## src/core/ifs_map.svh

```systemverilog
/*
 * Constants of the flash-backed serial slave: reset values, address codes
 * and default build choices.
 * Assumes it is included by the package and by the slave core only.
 */
`ifndef IFS_MAP_SVH
`define IFS_MAP_SVH

// ****************************************************************
// Address codes
// ****************************************************************
`define IFS_ADDR_HIGH_RST 4'hA
`define IFS_FULL_ERASE_SEL 3'h7
`define IFS_PTR_RST 10'h000

// ****************************************************************
// Build defaults
// ****************************************************************
`define IFS_MEM_BYTES_DEF 512
`define IFS_PAGE_BYTES_DEF 16
`define IFS_TRIG0_DEF 0

`endif

```

## src/core/ifs_pkg.sv

```systemverilog
/*
 * Types shared by the flash-backed serial slave.
 * Assumes ifs_map.svh sits beside it in core/.
 */
`default_nettype none
`include "ifs_map.svh"

package ifs_pkg;

    // ****************************************************************
    // Enumerations
    // ****************************************************************
    typedef enum logic [1:0] {
        IFS_ER_FULL = 2'b00,
        IFS_ER_TRIG = 2'b01,
        IFS_ER_BIT2 = 2'b10,
        IFS_ER_NONE = 2'b11
    } ifs_erase_t;

    typedef enum logic [2:0] {
        IFS_ST_IDLE = 3'b000,
        IFS_ST_RX = 3'b001,
        IFS_ST_ACK = 3'b010,
        IFS_ST_TX = 3'b011,
        IFS_ST_TXACK = 3'b100
    } ifs_bus_t;

    typedef enum logic [1:0] {
        IFS_PH_DEV = 2'b00,
        IFS_PH_ADDR = 2'b01,
        IFS_PH_DATA = 2'b10
    } ifs_phase_t;

    typedef enum logic [2:0] {
        IFS_SQ_IDLE = 3'b000,
        IFS_SQ_ERASE = 3'b001,
        IFS_SQ_EWAIT = 3'b010,
        IFS_SQ_PROG = 3'b011,
        IFS_SQ_PWAIT = 3'b100
    } ifs_seq_t;

endpackage

`default_nettype wire

```

## src/core/ifs_sync.sv

```systemverilog
/*
 * Two-flop synchronisers for pins that arrive from outside mclk.
 * Assumes static reset values are wanted for each bit.
 */
`default_nettype none

module ifs_sync #(
    parameter int WIDTH = 2,
    parameter logic [WIDTH-1:0] RST_VAL = '1
) (
    // Clock and reset
    input wire logic mclk,
    input wire logic arst_n,
    // Pins
    input wire logic [WIDTH-1:0] async_in,
    output logic [WIDTH-1:0] sync_out
);

    // ****************************************************************
    // Per-bit chain
    // ****************************************************************
    genvar gi;
    generate
        for (gi = 0; gi < WIDTH; gi++) begin : g_bit
            logic meta_r;
            always_ff @(posedge mclk or negedge arst_n) begin
                if (!arst_n) begin
                    meta_r <= RST_VAL[gi];
                    sync_out[gi] <= RST_VAL[gi];
                end else begin
                    meta_r <= async_in[gi];
                    sync_out[gi] <= meta_r;
                end
            end
        end
    endgenerate

endmodule

`default_nettype wire

```

## src/core/ifs_slave.sv

```systemverilog
/*
 * Serial two-wire slave that fronts the on-chip user flash array like a
 * byte-wide EEPROM: page writes, deferred program and erase, polling.
 * Assumes the flash port answers each command with one done pulse on mclk
 * and returns read data in the cycle after a read strobe.
 */
`default_nettype none
`include "ifs_map.svh"

// Function
// - A page write accepts up to PAGE_BYTES data bytes, 8, 16 or 32.
// - Programming starts only at the stop condition that ends the write.
// - While busy the slave address is not acknowledged.
// - Protect pin high refuses write and erase in the protected region.
// - Protected write acks address bytes, nacks first data byte.
// - Only sector or full erase exist; read-only build has none.
// - Exactly one erase method is chosen at build time.
// - Address with select bits 111 selects full erase in full mode.
// - Full erase starts at stop and acknowledges stay off meanwhile.
// - Protected full-erase address is not acknowledged, nothing erased.
// - Write to a sector trigger address erases that sector, then programs.
// - Trigger defaults are 0 and half memory; completion by polling.
// - Select bit two high means sector erase; bits one, zero still match unless used as address bits.
// - At 512 bytes in bit-two mode select bit zero is address bit 8.
// - Erase byte address names the sector; erase runs after stop.
// - Protected sector erase nacks the byte address and skips erase.
// - No-erase build never erases and carries no erase logic.
// - Direction bit one reads; pointer increments after each byte sent.
// - Random read is a dummy write, repeated start, then read.
// - Sequential read continues while master acks, ends on its nack.
// - Address is four programmable bits, three select pins, direction.
// - Memory sizes 128, 256, 512 or 1024 bytes.
module ifs_slave
    import ifs_pkg::*;
#(
    parameter int MEM_BYTES = `IFS_MEM_BYTES_DEF,
    parameter int PAGE_BYTES = `IFS_PAGE_BYTES_DEF,
    parameter ifs_erase_t ERASE_MODE = IFS_ER_FULL,
    parameter bit READ_ONLY = 1'b0,
    parameter bit WP_FULL = 1'b0,
    parameter logic [3:0] ADDR_HIGH = `IFS_ADDR_HIGH_RST,
    parameter int TRIG0 = `IFS_TRIG0_DEF,
    parameter int TRIG1 = MEM_BYTES / 2
) (
    // Clock and reset
    input wire logic mclk,
    input wire logic arst_n,
    // Serial bus pins
    input wire logic scl_i,
    input wire logic sda_i,
    output logic sda_o,
    output logic sda_oe_n,
    // Strap and protect pins
    input wire logic write_protect,
    input wire logic device_select_bit_two,
    input wire logic device_select_bit_one,
    input wire logic device_select_bit_zero,
    // User flash array port
    output logic [9:0] flash_addr,
    output logic [7:0] flash_wdata,
    output logic flash_rd,
    output logic flash_prog,
    output logic flash_erase,
    output logic flash_erase_all,
    output logic flash_sector,
    input wire logic [7:0] flash_rdata,
    input wire logic flash_done,
    // Status
    output logic busy
);

    localparam int AW = $clog2(MEM_BYTES);
    localparam int CW = $clog2(PAGE_BYTES) + 1;
    localparam logic [2:0] SEL_MASK = (AW == 10) ? 3'b011 : (AW == 9) ? 3'b001 : 3'b000;
    localparam logic [2:0] CMP_MASK = ~SEL_MASK & ((ERASE_MODE == IFS_ER_BIT2) ? 3'b011 : 3'b111);

    // ****************************************************************
    // Build checks
    // ****************************************************************
    generate
        if (!(MEM_BYTES inside {128, 256, 512, 1024})) begin : g_bad_mem
            $error("Memory size must be 128, 256, 512 or 1024 bytes.");
        end
        if (PAGE_BYTES != 8 && PAGE_BYTES != 16 && PAGE_BYTES != 32) begin : g_bad_page
            $error("Page size must be 8, 16 or 32 bytes.");
        end
        if (READ_ONLY && ERASE_MODE != IFS_ER_NONE) begin : g_bad_ro
            $error("A read-only build must use the no-erase method.");
        end
    endgenerate

    // ****************************************************************
    // Pin synchronisers and bus conditions
    // ****************************************************************
    logic [5:0] pins_s;
    logic scl_s, sda_s, wp_s, scl_q, sda_q;
    logic [2:0] sel_s;

    ifs_sync #(.WIDTH(6), .RST_VAL(6'h3F)) u_sync (
        .mclk(mclk),
        .arst_n(arst_n),
        .async_in({scl_i, sda_i, write_protect, device_select_bit_two,
                   device_select_bit_one, device_select_bit_zero}),
        .sync_out(pins_s)
    );

    assign {scl_s, sda_s, wp_s, sel_s} = pins_s;

    always_ff @(posedge mclk or negedge arst_n) begin
        if (!arst_n) begin
            scl_q <= 1'b1;
            sda_q <= 1'b1;
        end else begin
            scl_q <= scl_s;
            sda_q <= sda_s;
        end
    end

    logic scl_rise, scl_fall, start_c, stop_c;
    assign scl_rise = scl_s & ~scl_q;
    assign scl_fall = ~scl_s & scl_q;
    assign start_c = scl_s & scl_q & sda_q & ~sda_s;
    assign stop_c = scl_s & scl_q & ~sda_q & sda_s;

    // ****************************************************************
    // Byte decode
    // ****************************************************************
    ifs_bus_t st_r;
    ifs_phase_t ph_r;
    logic [3:0] bit_cnt_r;
    logic [7:0] sh_r, tx_r;
    logic sda_low_r, rw_r, er_sel_r, er_go_r, all_r, trig_r, refused_r, busy_r;
    logic [1:0] hi_r;
    logic [AW-1:0] ptr_r, base_r;
    logic [CW-1:0] cnt_r;

    logic byte_end, dev_ev, addr_ev, data_ev, tx_done;
    logic hi_ok, own_ok, full_ok, sec_ok, dev_ack, addr_ack, data_ack;
    logic [2:0] rx_sel;
    logic [9:0] addr_full;
    logic [AW-1:0] addr_c;
    logic prot_addr, prot_ptr, dev_rd_ev, launch;

    assign byte_end = (st_r == IFS_ST_RX) && scl_fall && (bit_cnt_r == 4'h8);
    assign dev_ev = byte_end && (ph_r == IFS_PH_DEV);
    assign addr_ev = byte_end && (ph_r == IFS_PH_ADDR);
    assign data_ev = byte_end && (ph_r == IFS_PH_DATA);
    assign tx_done = (st_r == IFS_ST_TX) && scl_fall && (bit_cnt_r == 4'h8);

    assign rx_sel = sh_r[3:1];
    assign hi_ok = (sh_r[7:4] == ADDR_HIGH);
    assign own_ok = hi_ok && (((rx_sel ^ sel_s) & CMP_MASK) == 3'h0)
                    && !((ERASE_MODE == IFS_ER_BIT2) && rx_sel[2]);
    assign full_ok = (ERASE_MODE == IFS_ER_FULL) && hi_ok && !own_ok && !sh_r[0]
                     && (rx_sel == `IFS_FULL_ERASE_SEL);
    assign sec_ok = (ERASE_MODE == IFS_ER_BIT2) && hi_ok && rx_sel[2] && !sh_r[0]
                    && (((rx_sel ^ sel_s) & CMP_MASK) == 3'h0);
    assign dev_ack = !busy_r && (own_ok || sec_ok || (full_ok && !wp_s));

    assign addr_full = {hi_r, sh_r};
    assign addr_c = addr_full[AW-1:0];
    assign prot_addr = wp_s && (WP_FULL || addr_c[AW-1]);
    assign prot_ptr = wp_s && (WP_FULL || ptr_r[AW-1]);
    assign addr_ack = !(er_sel_r && prot_addr);
    assign data_ack = !READ_ONLY && !er_sel_r && !refused_r
                      && (cnt_r != CW'(PAGE_BYTES))
                      && !((cnt_r == '0) && prot_ptr);
    assign dev_rd_ev = dev_ev && dev_ack && sh_r[0];
    assign launch = stop_c && !busy_r && (er_go_r || (cnt_r != '0));

    // ****************************************************************
    // Bus state machine
    // ****************************************************************
    always_ff @(posedge mclk or negedge arst_n) begin
        if (!arst_n) begin
            st_r <= IFS_ST_IDLE;
            ph_r <= IFS_PH_DEV;
            bit_cnt_r <= 4'h0;
            sh_r <= 8'h00;
            sda_low_r <= 1'b0;
        end else if (start_c) begin
            st_r <= IFS_ST_RX;
            ph_r <= IFS_PH_DEV;
            bit_cnt_r <= 4'h0;
            sda_low_r <= 1'b0;
        end else if (stop_c) begin
            st_r <= IFS_ST_IDLE;
            sda_low_r <= 1'b0;
        end else begin
            case (st_r)
                IFS_ST_RX: begin
                    if (scl_rise && bit_cnt_r != 4'h8) begin
                        sh_r <= {sh_r[6:0], sda_s};
                        bit_cnt_r <= bit_cnt_r + 4'h1;
                    end else if (byte_end) begin
                        case (ph_r)
                            IFS_PH_DEV: sda_low_r <= dev_ack;
                            IFS_PH_ADDR: sda_low_r <= addr_ack;
                            default: sda_low_r <= data_ack;
                        endcase
                        if ((ph_r == IFS_PH_DEV && dev_ack) || (ph_r == IFS_PH_ADDR && addr_ack)
                            || (ph_r == IFS_PH_DATA && data_ack)) begin
                            st_r <= IFS_ST_ACK;
                        end else begin
                            st_r <= IFS_ST_IDLE;
                        end
                    end
                end
                IFS_ST_ACK: begin
                    if (scl_fall) begin
                        bit_cnt_r <= 4'h0;
                        if (rw_r && ph_r == IFS_PH_DEV) begin
                            st_r <= IFS_ST_TX;
                            sda_low_r <= ~tx_r[7];
                            sh_r <= {tx_r[6:0], 1'b0};
                            bit_cnt_r <= 4'h1;
                        end else begin
                            st_r <= IFS_ST_RX;
                            sda_low_r <= 1'b0;
                            ph_r <= (ph_r == IFS_PH_DEV) ? IFS_PH_ADDR : IFS_PH_DATA;
                        end
                    end
                end
                IFS_ST_TX: begin
                    if (tx_done) begin
                        st_r <= IFS_ST_TXACK;
                        sda_low_r <= 1'b0;
                    end else if (scl_fall) begin
                        sda_low_r <= ~sh_r[7];
                        sh_r <= {sh_r[6:0], 1'b0};
                        bit_cnt_r <= bit_cnt_r + 4'h1;
                    end
                end
                IFS_ST_TXACK: begin
                    if (scl_rise && sda_s) begin
                        st_r <= IFS_ST_IDLE;
                    end else if (scl_fall) begin
                        st_r <= IFS_ST_TX;
                        sda_low_r <= ~tx_r[7];
                        sh_r <= {tx_r[6:0], 1'b0};
                        bit_cnt_r <= 4'h1;
                    end
                end
                default: begin
                    sda_low_r <= 1'b0;
                end
            endcase
        end
    end

    assign sda_o = 1'b0;
    assign sda_oe_n = ~sda_low_r;

    // ****************************************************************
    // Address pointer
    // ****************************************************************
    always_ff @(posedge mclk or negedge arst_n) begin
        if (!arst_n) begin
            ptr_r <= AW'(`IFS_PTR_RST);
        end else if (addr_ev && addr_ack) begin
            ptr_r <= addr_c;
        end else if (tx_done || (data_ev && data_ack)) begin
            ptr_r <= ptr_r + AW'(1);
        end
    end

    // ****************************************************************
    // Page buffer and pending operation
    // ****************************************************************
    // The buffer holds the whole page so that nothing touches the array
    // before the stop; a repeated start into a read keeps the page pending, while an acknowledged write address clears it.
    logic [7:0] page_r [PAGE_BYTES];

    always_ff @(posedge mclk) begin
        if (data_ev && data_ack) begin
            page_r[cnt_r[CW-2:0]] <= sh_r;
        end
    end

    always_ff @(posedge mclk or negedge arst_n) begin
        if (!arst_n) begin
            rw_r <= 1'b0;
            hi_r <= 2'b00;
            er_sel_r <= 1'b0;
            er_go_r <= 1'b0;
            all_r <= 1'b0;
            trig_r <= 1'b0;
            refused_r <= 1'b0;
            cnt_r <= '0;
            base_r <= '0;
        end else if (launch) begin
            er_go_r <= 1'b0;
            er_sel_r <= 1'b0;
            cnt_r <= '0;
        end else if (dev_ev && dev_ack) begin
            rw_r <= sh_r[0];
            hi_r <= rx_sel[1:0] & SEL_MASK[1:0];
            if (!sh_r[0]) begin
                er_sel_r <= sec_ok || full_ok;
                er_go_r <= full_ok;
                all_r <= full_ok;
                trig_r <= 1'b0;
                refused_r <= 1'b0;
                cnt_r <= '0;
            end
        end else if (addr_ev) begin
            base_r <= addr_c;
            if (er_sel_r && addr_ack) begin
                er_go_r <= 1'b1;
            end
        end else if (data_ev) begin
            if (data_ack) begin
                cnt_r <= cnt_r + CW'(1);
                if (cnt_r == '0 && ERASE_MODE == IFS_ER_TRIG
                    && (ptr_r == AW'(TRIG0) || ptr_r == AW'(TRIG1))) begin
                    trig_r <= 1'b1;
                end
            end else if (cnt_r == '0) begin
                refused_r <= 1'b1;
            end
        end
    end

    // ****************************************************************
    // Flash sequencer and busy flag
    // ****************************************************************
    // Only one command is outstanding at a time; reads never collide with
    // it because the address is refused while busy.
    ifs_seq_t sq_r;
    logic [CW-1:0] idx_r, len_r;
    logic rd_vld_r;

    always_ff @(posedge mclk or negedge arst_n) begin
        if (!arst_n) begin
            sq_r <= IFS_SQ_IDLE;
            busy_r <= 1'b0;
            idx_r <= '0;
            len_r <= '0;
            flash_addr <= 10'h000;
            flash_wdata <= 8'h00;
            flash_rd <= 1'b0;
            flash_prog <= 1'b0;
            flash_erase <= 1'b0;
            flash_erase_all <= 1'b0;
            flash_sector <= 1'b0;
        end else begin
            flash_rd <= 1'b0;
            flash_prog <= 1'b0;
            flash_erase <= 1'b0;
            case (sq_r)
                IFS_SQ_IDLE: begin
                    if (launch) begin
                        busy_r <= 1'b1;
                        idx_r <= '0;
                        len_r <= cnt_r;
                        flash_erase_all <= all_r;
                        flash_sector <= base_r[AW-1];
                        if (ERASE_MODE != IFS_ER_NONE && (er_go_r || trig_r)) begin
                            sq_r <= IFS_SQ_ERASE;
                        end else begin
                            sq_r <= IFS_SQ_PROG;
                        end
                    end else if (dev_rd_ev || tx_done) begin
                        flash_rd <= 1'b1;
                        flash_addr <= 10'(dev_rd_ev ? ptr_r : AW'(ptr_r + AW'(1)));
                    end
                end
                IFS_SQ_ERASE: begin
                    flash_erase <= 1'b1;
                    sq_r <= IFS_SQ_EWAIT;
                end
                IFS_SQ_EWAIT: begin
                    if (flash_done) begin
                        sq_r <= (len_r != '0) ? IFS_SQ_PROG : IFS_SQ_IDLE;
                        busy_r <= (len_r != '0);
                    end
                end
                IFS_SQ_PROG: begin
                    flash_prog <= 1'b1;
                    flash_addr <= 10'(AW'(base_r + AW'(idx_r)));
                    flash_wdata <= page_r[idx_r[CW-2:0]];
                    sq_r <= IFS_SQ_PWAIT;
                end
                IFS_SQ_PWAIT: begin
                    if (flash_done) begin
                        idx_r <= idx_r + CW'(1);
                        if (idx_r + CW'(1) == len_r) begin
                            sq_r <= IFS_SQ_IDLE;
                            busy_r <= 1'b0;
                        end else begin
                            sq_r <= IFS_SQ_PROG;
                        end
                    end
                end
                default: begin
                    sq_r <= IFS_SQ_IDLE;
                    busy_r <= 1'b0;
                end
            endcase
        end
    end

    // ****************************************************************
    // Read data capture
    // ****************************************************************
    always_ff @(posedge mclk or negedge arst_n) begin
        if (!arst_n) begin
            rd_vld_r <= 1'b0;
            tx_r <= 8'h00;
        end else begin
            rd_vld_r <= flash_rd;
            if (rd_vld_r) begin
                tx_r <= flash_rdata;
            end
        end
    end

    assign busy = busy_r;

endmodule

`default_nettype wire

```

## config.mk

```make
export PLATFORM = sky130hd
export DESIGN_NAME = ifs_slave
export DESIGN_NICKNAME = d
export VERILOG_FILES = /design/src/core/ifs_pkg.sv /design/src/core/ifs_sync.sv /design/src/core/ifs_slave.sv
export VERILOG_INCLUDE_DIRS = /design/src /design/src/core
export SDC_FILE = /design/constraint.sdc
export NUM_CORES = 1
export LEC_CHECK = 0
export ABC_AREA = 1
export BUFFER_PORTS_ARGS = -buffer_cell sky130_fd_sc_hd__buf_4
export CAP_MARGIN = 20
export CORE_ASPECT_RATIO = 1.2
export CORE_MARGIN = 2
export CORE_UTILIZATION = 35
export DETAILED_ROUTE_END_ITERATION = 8
export HOLD_SLACK_MARGIN = 0.15
export PLACE_DENSITY = 0.53
export SYNTH_ARGS = -nofsm -noshare
export SYNTH_HDL_FRONTEND = slang
export SYNTH_SLANG_ARGS = --single-unit
```

## constraint.sdc

```tcl
create_clock -name mclk -period 2.55 [get_ports mclk]
set_input_delay 0.51 -clock mclk [delete_from_list [all_inputs] [get_ports mclk]]
set_output_delay 0.51 -clock mclk [all_outputs]
set_load 0.02 [all_outputs]
```

# Word level (Yosys, flattened, before mapping)
# Memories as Yosys holds them, arrays and structs flattened. A register that Yosys moved wholly into a read port is not among the register bits.
# Cells that the tools add are included.
# totals
input_bits	17
ff_bits	99
word_cells	299
ram_bits	128
out_inout_bits	26
memories	1
# classes
eq_ne	51
n_addsub	5
n_reduce_logical	87
muxes	94
n_bitwise	21
# mem_list
name	depth	word_bits	read_ports	rd_ports_with_merged_regs	write_ports	line_no	text
page_r	16	8	1	1	1	ifs_slave.sv:272	logic [7:0] page_r [PAGE_BYTES];
# ops
cell	n
$mux W8	7
$mux W5	8
$mux W1	35
$logic_and A1 B1 Y1	33
$mux W3	11
$mux W4	8
$pmux W8 S4	1
$ne A2 B2 Y1 const B	15
$ne A4 B4 Y1 const B	7
$mux W9	3
$mux W2	11
$mux W10	2
$pmux W10 S2	1
$ne A3 B3 Y1 const B	6
$reduce_and A3 Y1	6
$reduce_and A6 Y1	3
$pmux W4 S4	1
$reduce_bool A2 Y1	8
$ne A5 B5 Y1 const B	3
$pmux W3 S5	1
$reduce_bool A5 Y1	3
$not A1 Y1	13
$eq A3 B2 Y1 const B	4
$pmux W3 S4	1
32 further kinds	67

# Depth between registers and ports, before layout
# depth
word_depth	19
mapped_depth	13
mapped_depth_nobuf	13

# Hierarchy
# Synthesis repeated with hierarchy kept, for this count alone.
# unflattened
hier_cells	1092
area_unflattened_um2	10676.5
# modules_own_cells
mod	seq_area_each_um2	area_per_inst_um2	cells_each	instances
ifs_slave	6198.4	10361.2	1080	1
ifs_sync	315.3	315.3	12	1

# Worst setup path after synthesis
# Ideal clock, no wire load.
# synth_timing
path_type	register -> register
startpoint	register bit_cnt_r[0]
endpoint	memory page_r[12][0], enable pin
t_arrival_ns	1.756
synth_period_minus_slack_ns	2.126
setup_time_ns	0.370
path_buffers	0
stages_incl_launch_ff	11
t_required_ns	2.180
slack_ns	0.424
path_cell_list	dfrtp_1 inv_1 ha_1 nand2_2 nor2_4 nand2_4 nor2_8 nand2_4 nor2_8 nand2_1 nor2_1
# synth_via
elab_chain_cells	6
# synth_lines
element	line_no	text
start: declaration	ifs_slave.sv:130	logic [3:0] bit_cnt_r;
start signal: assignment	ifs_slave.sv:194	bit_cnt_r <= bit_cnt_r + 4'h1;
start signal: assignment	ifs_slave.sv:231	bit_cnt_r <= bit_cnt_r + 4'h1;
$eq A4 B4 Y1	ifs_slave.sv:144	assign byte_end = (st_r == IFS_ST_RX) && scl_fall && (bit_cnt_r == 4'h8);
$logic_and A1 B1 Y1	ifs_slave.sv:144	
$logic_and A1 B1 Y1	ifs_slave.sv:147	assign data_ev = byte_end && (ph_r == IFS_PH_DATA);
$logic_and A1 B1 Y1	ifs_slave.sv:275	if (data_ev && data_ack) begin
$mux W1	ifs_slave.sv:275	
$mux W1 (not written as such)	ifs_slave.sv:276	page_r[cnt_r[CW-2:0]] <= sh_r;
end: declaration	ifs_slave.sv:272	
# Every way passes these cells.

# Final worst setup path
# layout_timing
startpoint	register bit_cnt_r[0]
endpoint	memory page_r[12][4], enable pin
# The elaborated chain is that of the path after synthesis.

==> impl_metrics.env <==
export IMPL_cp_required_ns=2.77
export IMPL_num_io_pins=43
export IMPL_yosys_warnings=0
export IMPL_min_period_over_period_pct=86.6
export IMPL_grt_start_max_net_pins=40
export IMPL_antenna_found_initial=0
export IMPL_area_growth_pct=17.7
export IMPL_dp_hpwl_um=18300
export IMPL_end_kind="register"
export IMPL_final_cell_mix="nand2_1, edfxtp_1, o21ai_0"
export IMPL_drt_iter0_drc=411
export IMPL_critical_path_startpoint_type="register"
export IMPL_rsz0062_at_grt="no"
export IMPL_clock_skew_ns=0.0128
export IMPL_fin_tns_setup_ns=0
export IMPL_overflow=0
export IMPL_slew_headroom_pct=59.3
export IMPL_gp_congestion=0.852
export IMPL_utilization_pct=41.7
export IMPL_die_area_um2=32200
export IMPL_r2r_end="page_r[12][4]"
export IMPL_async_flop_share_pct=44.8
export IMPL_track_usage_pct=17.3
export IMPL_synth_enable_flop_cells=128
export IMPL_core_region_area_um2=30400
export IMPL_post_route_drc_count=0
export IMPL_clock_latency_ns=0.53
export IMPL_drive_gt1_share_pct=15.2
export IMPL_r2r_setup_slack_ns=0.34
export IMPL_ys_seq_elements=232
export IMPL_report_final_slew_viol_count=0
export IMPL_yosysUniqueCellTypes=48
export IMPL_r2r_start="bit_cnt_r[0]"
export IMPL_die_h_um=196
export IMPL_cts_root_buffer="clkbuf_16"
export IMPL_detail_route_antenna_nets=0
export IMPL_vdd_drop_max_mv=0.548
export IMPL_fmax_mhz=453
export IMPL_io_buffer_count=39
export IMPL_grt_pass1_wl_um=43100
export IMPL_synth_main_ff_cell="edfxtp_1"
export IMPL_cts_sinks=232
export IMPL_clk_pin_slew_ns=0.06
export IMPL_die_w_um=164
export IMPL_antennaDiodeCount=0
export IMPL_worstPathArrival_ns=2.43
export IMPL_drt_pass1_iterations=5
export IMPL_routed_wl_um=26900
export IMPL_final_common_cell="nand2_1"
export IMPL_final_hold_viol_count=0
export IMPL_critPathMaxFanout=8
export IMPL_wl_per_cell_um=16.8
export IMPL_viasPerCell=4.93
export IMPL_tritoncts_num_buffers=26
export IMPL_grtUsageMet3_pct=2.16
export IMPL_use_met1_pct=20.8
export IMPL_cts_resized=0
export IMPL_hp_start="flash_rdata[4]"
export IMPL_row_count=70
export IMPL_worst_setup_path_type="reg2reg"
export IMPL_outcome="finished, final reports clean"
export IMPL_netlist_instances=1112
export IMPL_power_density_nw_per_um2=945
export IMPL_nNetsFinal=1218
export IMPL_worst_pin_slew_ns=0.609
export IMPL_min_delay_worst_endpoint="tx_r[4]"
export IMPL_htree_num_levels=1
export IMPL_final_min_clock_period_ns=2.21
export IMPL_first_global_vias=7968
export IMPL_drv_cap=0
export IMPL_syn_area_um2=10800
export IMPL_hold_path_depth=3
export IMPL_busiest_layer="met2"
export IMPL_vias=7900
export IMPL_ys_seq_area_share_pct=60.0
export IMPL_clock_path_buffers=3
export IMPL_final_setup_viol_count=0
export IMPL_p_leak_nw=5.51
export IMPL_start_util_pct=35.4
export IMPL_cts_tree="done"
export IMPL_synth_area_per_cell_um2=9.69
export IMPL_met2_usage_pct=31.7
export IMPL_reg2reg_depth=11
export IMPL_min_path_type="in2reg"
## layer usage
layer	vias to the layer above	routed length, um
met2	147	14000
met1	3794	11100
met3	41	997
met4	0	765
met5	-	0
li1	3918	-
## power by group
part	switching [mW]	internal [mW]
combinational	2.31	1.01
clock	1.53	2.45
sequential	0.208	4.49
## cells in the mapped netlist (2+ instances only)
| cell | n | area [um^2] |
|---|---|---|
| nand3_1 | 89 | 445 |
| buf_6 | 3 | 33.8 |
| edfxtp_1 | 128 | 3840 |
| nand2_2 | 12 | 75.1 |
| inv_4 | 2 | 12.5 |
| xor2_1 | 16 | 140 |
| or2_2 | 2 | 12.5 |
| inv_2 | 8 | 30.0 |
| a21oi_1 | 15 | 75.1 |
| nor2_1 | 116 | 435 |
| buf_2 | 7 | 35.0 |
| buf_1 | 2 | 7.51 |
| o21ai_1 | 14 | 70.1 |
| nor2_4 | 6 | 67.6 |
| inv_1 | 91 | 342 |
| nand2_1 | 239 | 897 |
| clkbuf_1 | 25 | 93.8 |
| clkinv_1 | 2 | 7.51 |
| dfrtp_1 | 92 | 2300 |
| nor3_1 | 4 | 20.0 |
| nor2_8 | 4 | 80.1 |
| o21ai_0 | 124 | 621 |
| dfstp_2 | 12 | 315 |
| o22ai_1 | 36 | 225 |
| ha_1 | 13 | 163 |
| o211ai_1 | 6 | 45.0 |
| nand2_4 | 4 | 45.0 |
| nand3b_1 | 2 | 15.0 |
| nor2_2 | 4 | 25.0 |
| nand4_1 | 14 | 87.6 |
| buf_4 | 3 | 22.5 |
## state kept, by name, indices dropped and copies added (netlist names), 2 cells and up
| register | flops |
|---|---|
| idx_r | 5 |
| len_r | 5 |
| u_sync.g_bit.meta_r | 5 |
| u_sync.sync_out | 5 |
| ptr_r | 9 |
| sq_r | 3 |
| page_r | 128 |
| tx_r | 8 |
| bit_cnt_r | 4 |
| base_r | 9 |
| cnt_r | 5 |
| flash_addr | 9 |
| st_r | 3 |
| ph_r | 2 |
| flash_wdata | 8 |
| sh_r | 8 |
## what timing repair did
| item | CTS | global route |
|---|---|---|
| hold buffers | 6 | 0 |
| buffers inserted | 0 | 0 |
| endpoints found under the hold margin | 38 | 0 |
## layout make-up
type	instances	area, um^2
clock buffer	35	778
multi-input combinational	738	3730
inverter	103	392
clock inverter	13	151
sequential	232	6460
timing repair buffer	86	673
fill	2993	17700
tap	396	495
## metrics by stage
step           instances  setup WS, ns  hold slack, ns  area, um^2  power, mW
2_1_floorplan       1113         0.424           0.214       10800       6.89
3_3_place_gp        1549         0.371           0.346       11700       8.08
3_5_place_dp        1549         0.335           0.347       11700       8.13
4_1_cts             1603         0.335           0.173       12700       12.2
5_1_grt             1603         0.120           0.199       12700       12.7
6_report            1603         0.341           0.189       12700       12.0
## worst max-delay path: stages, from the launching register on
cell,delay [ns]
dfrtp_1,0.42
inv_1,0.07
ha_1,0.18
nand2_2,0.07
nor2_4,0.12
nand2_4,0.09
nor2_8,0.15
nand2_4,0.08
nor2_8,0.20
nand2_1,0.18
nor2_1,0.12
buf_4,0.21
## logic make-up (layout without fill, tap and decap cells)
family,count (synthesis),after routing,synth area share (%)
adder cells (fa/ha/maj),14,14,1.70
AND/OR/NAND/NOR,502,502,21.2
XOR/XNOR,17,17,1.38
buffers and inverters,143,237,5.43
multiplexers,1,1,0.105
flip-flops,232,232,60.0
other,1,2,0.0348
AO/OA/AOI/OAI,202,202,10.1
## how the worst max path moves through the flow
| stage | end | from | cells after the start | slack [ns] |
|---|---|---|---|---|
| 6_report | page_r[12][4] | bit_cnt_r[0] | 11 | 0.34 |
| 5_1_grt | idx_r[0] | cnt_r[0] | 11 | 0.12 |
| 4_1_cts | page_r[12][1] | bit_cnt_r[0] | 11 | 0.33 |
| 3_5_place_dp | page_r[12][2] | cnt_r[0] | 10 | 0.33 |
| 3_3_place_gp | page_r[12][2] | cnt_r[0] | 10 | 0.37 |
| 2_1_floorplan | page_r[12][0] | bit_cnt_r[0] | 10 | 0.42 |
Note: power is estimated with default switching activity, not from simulation.
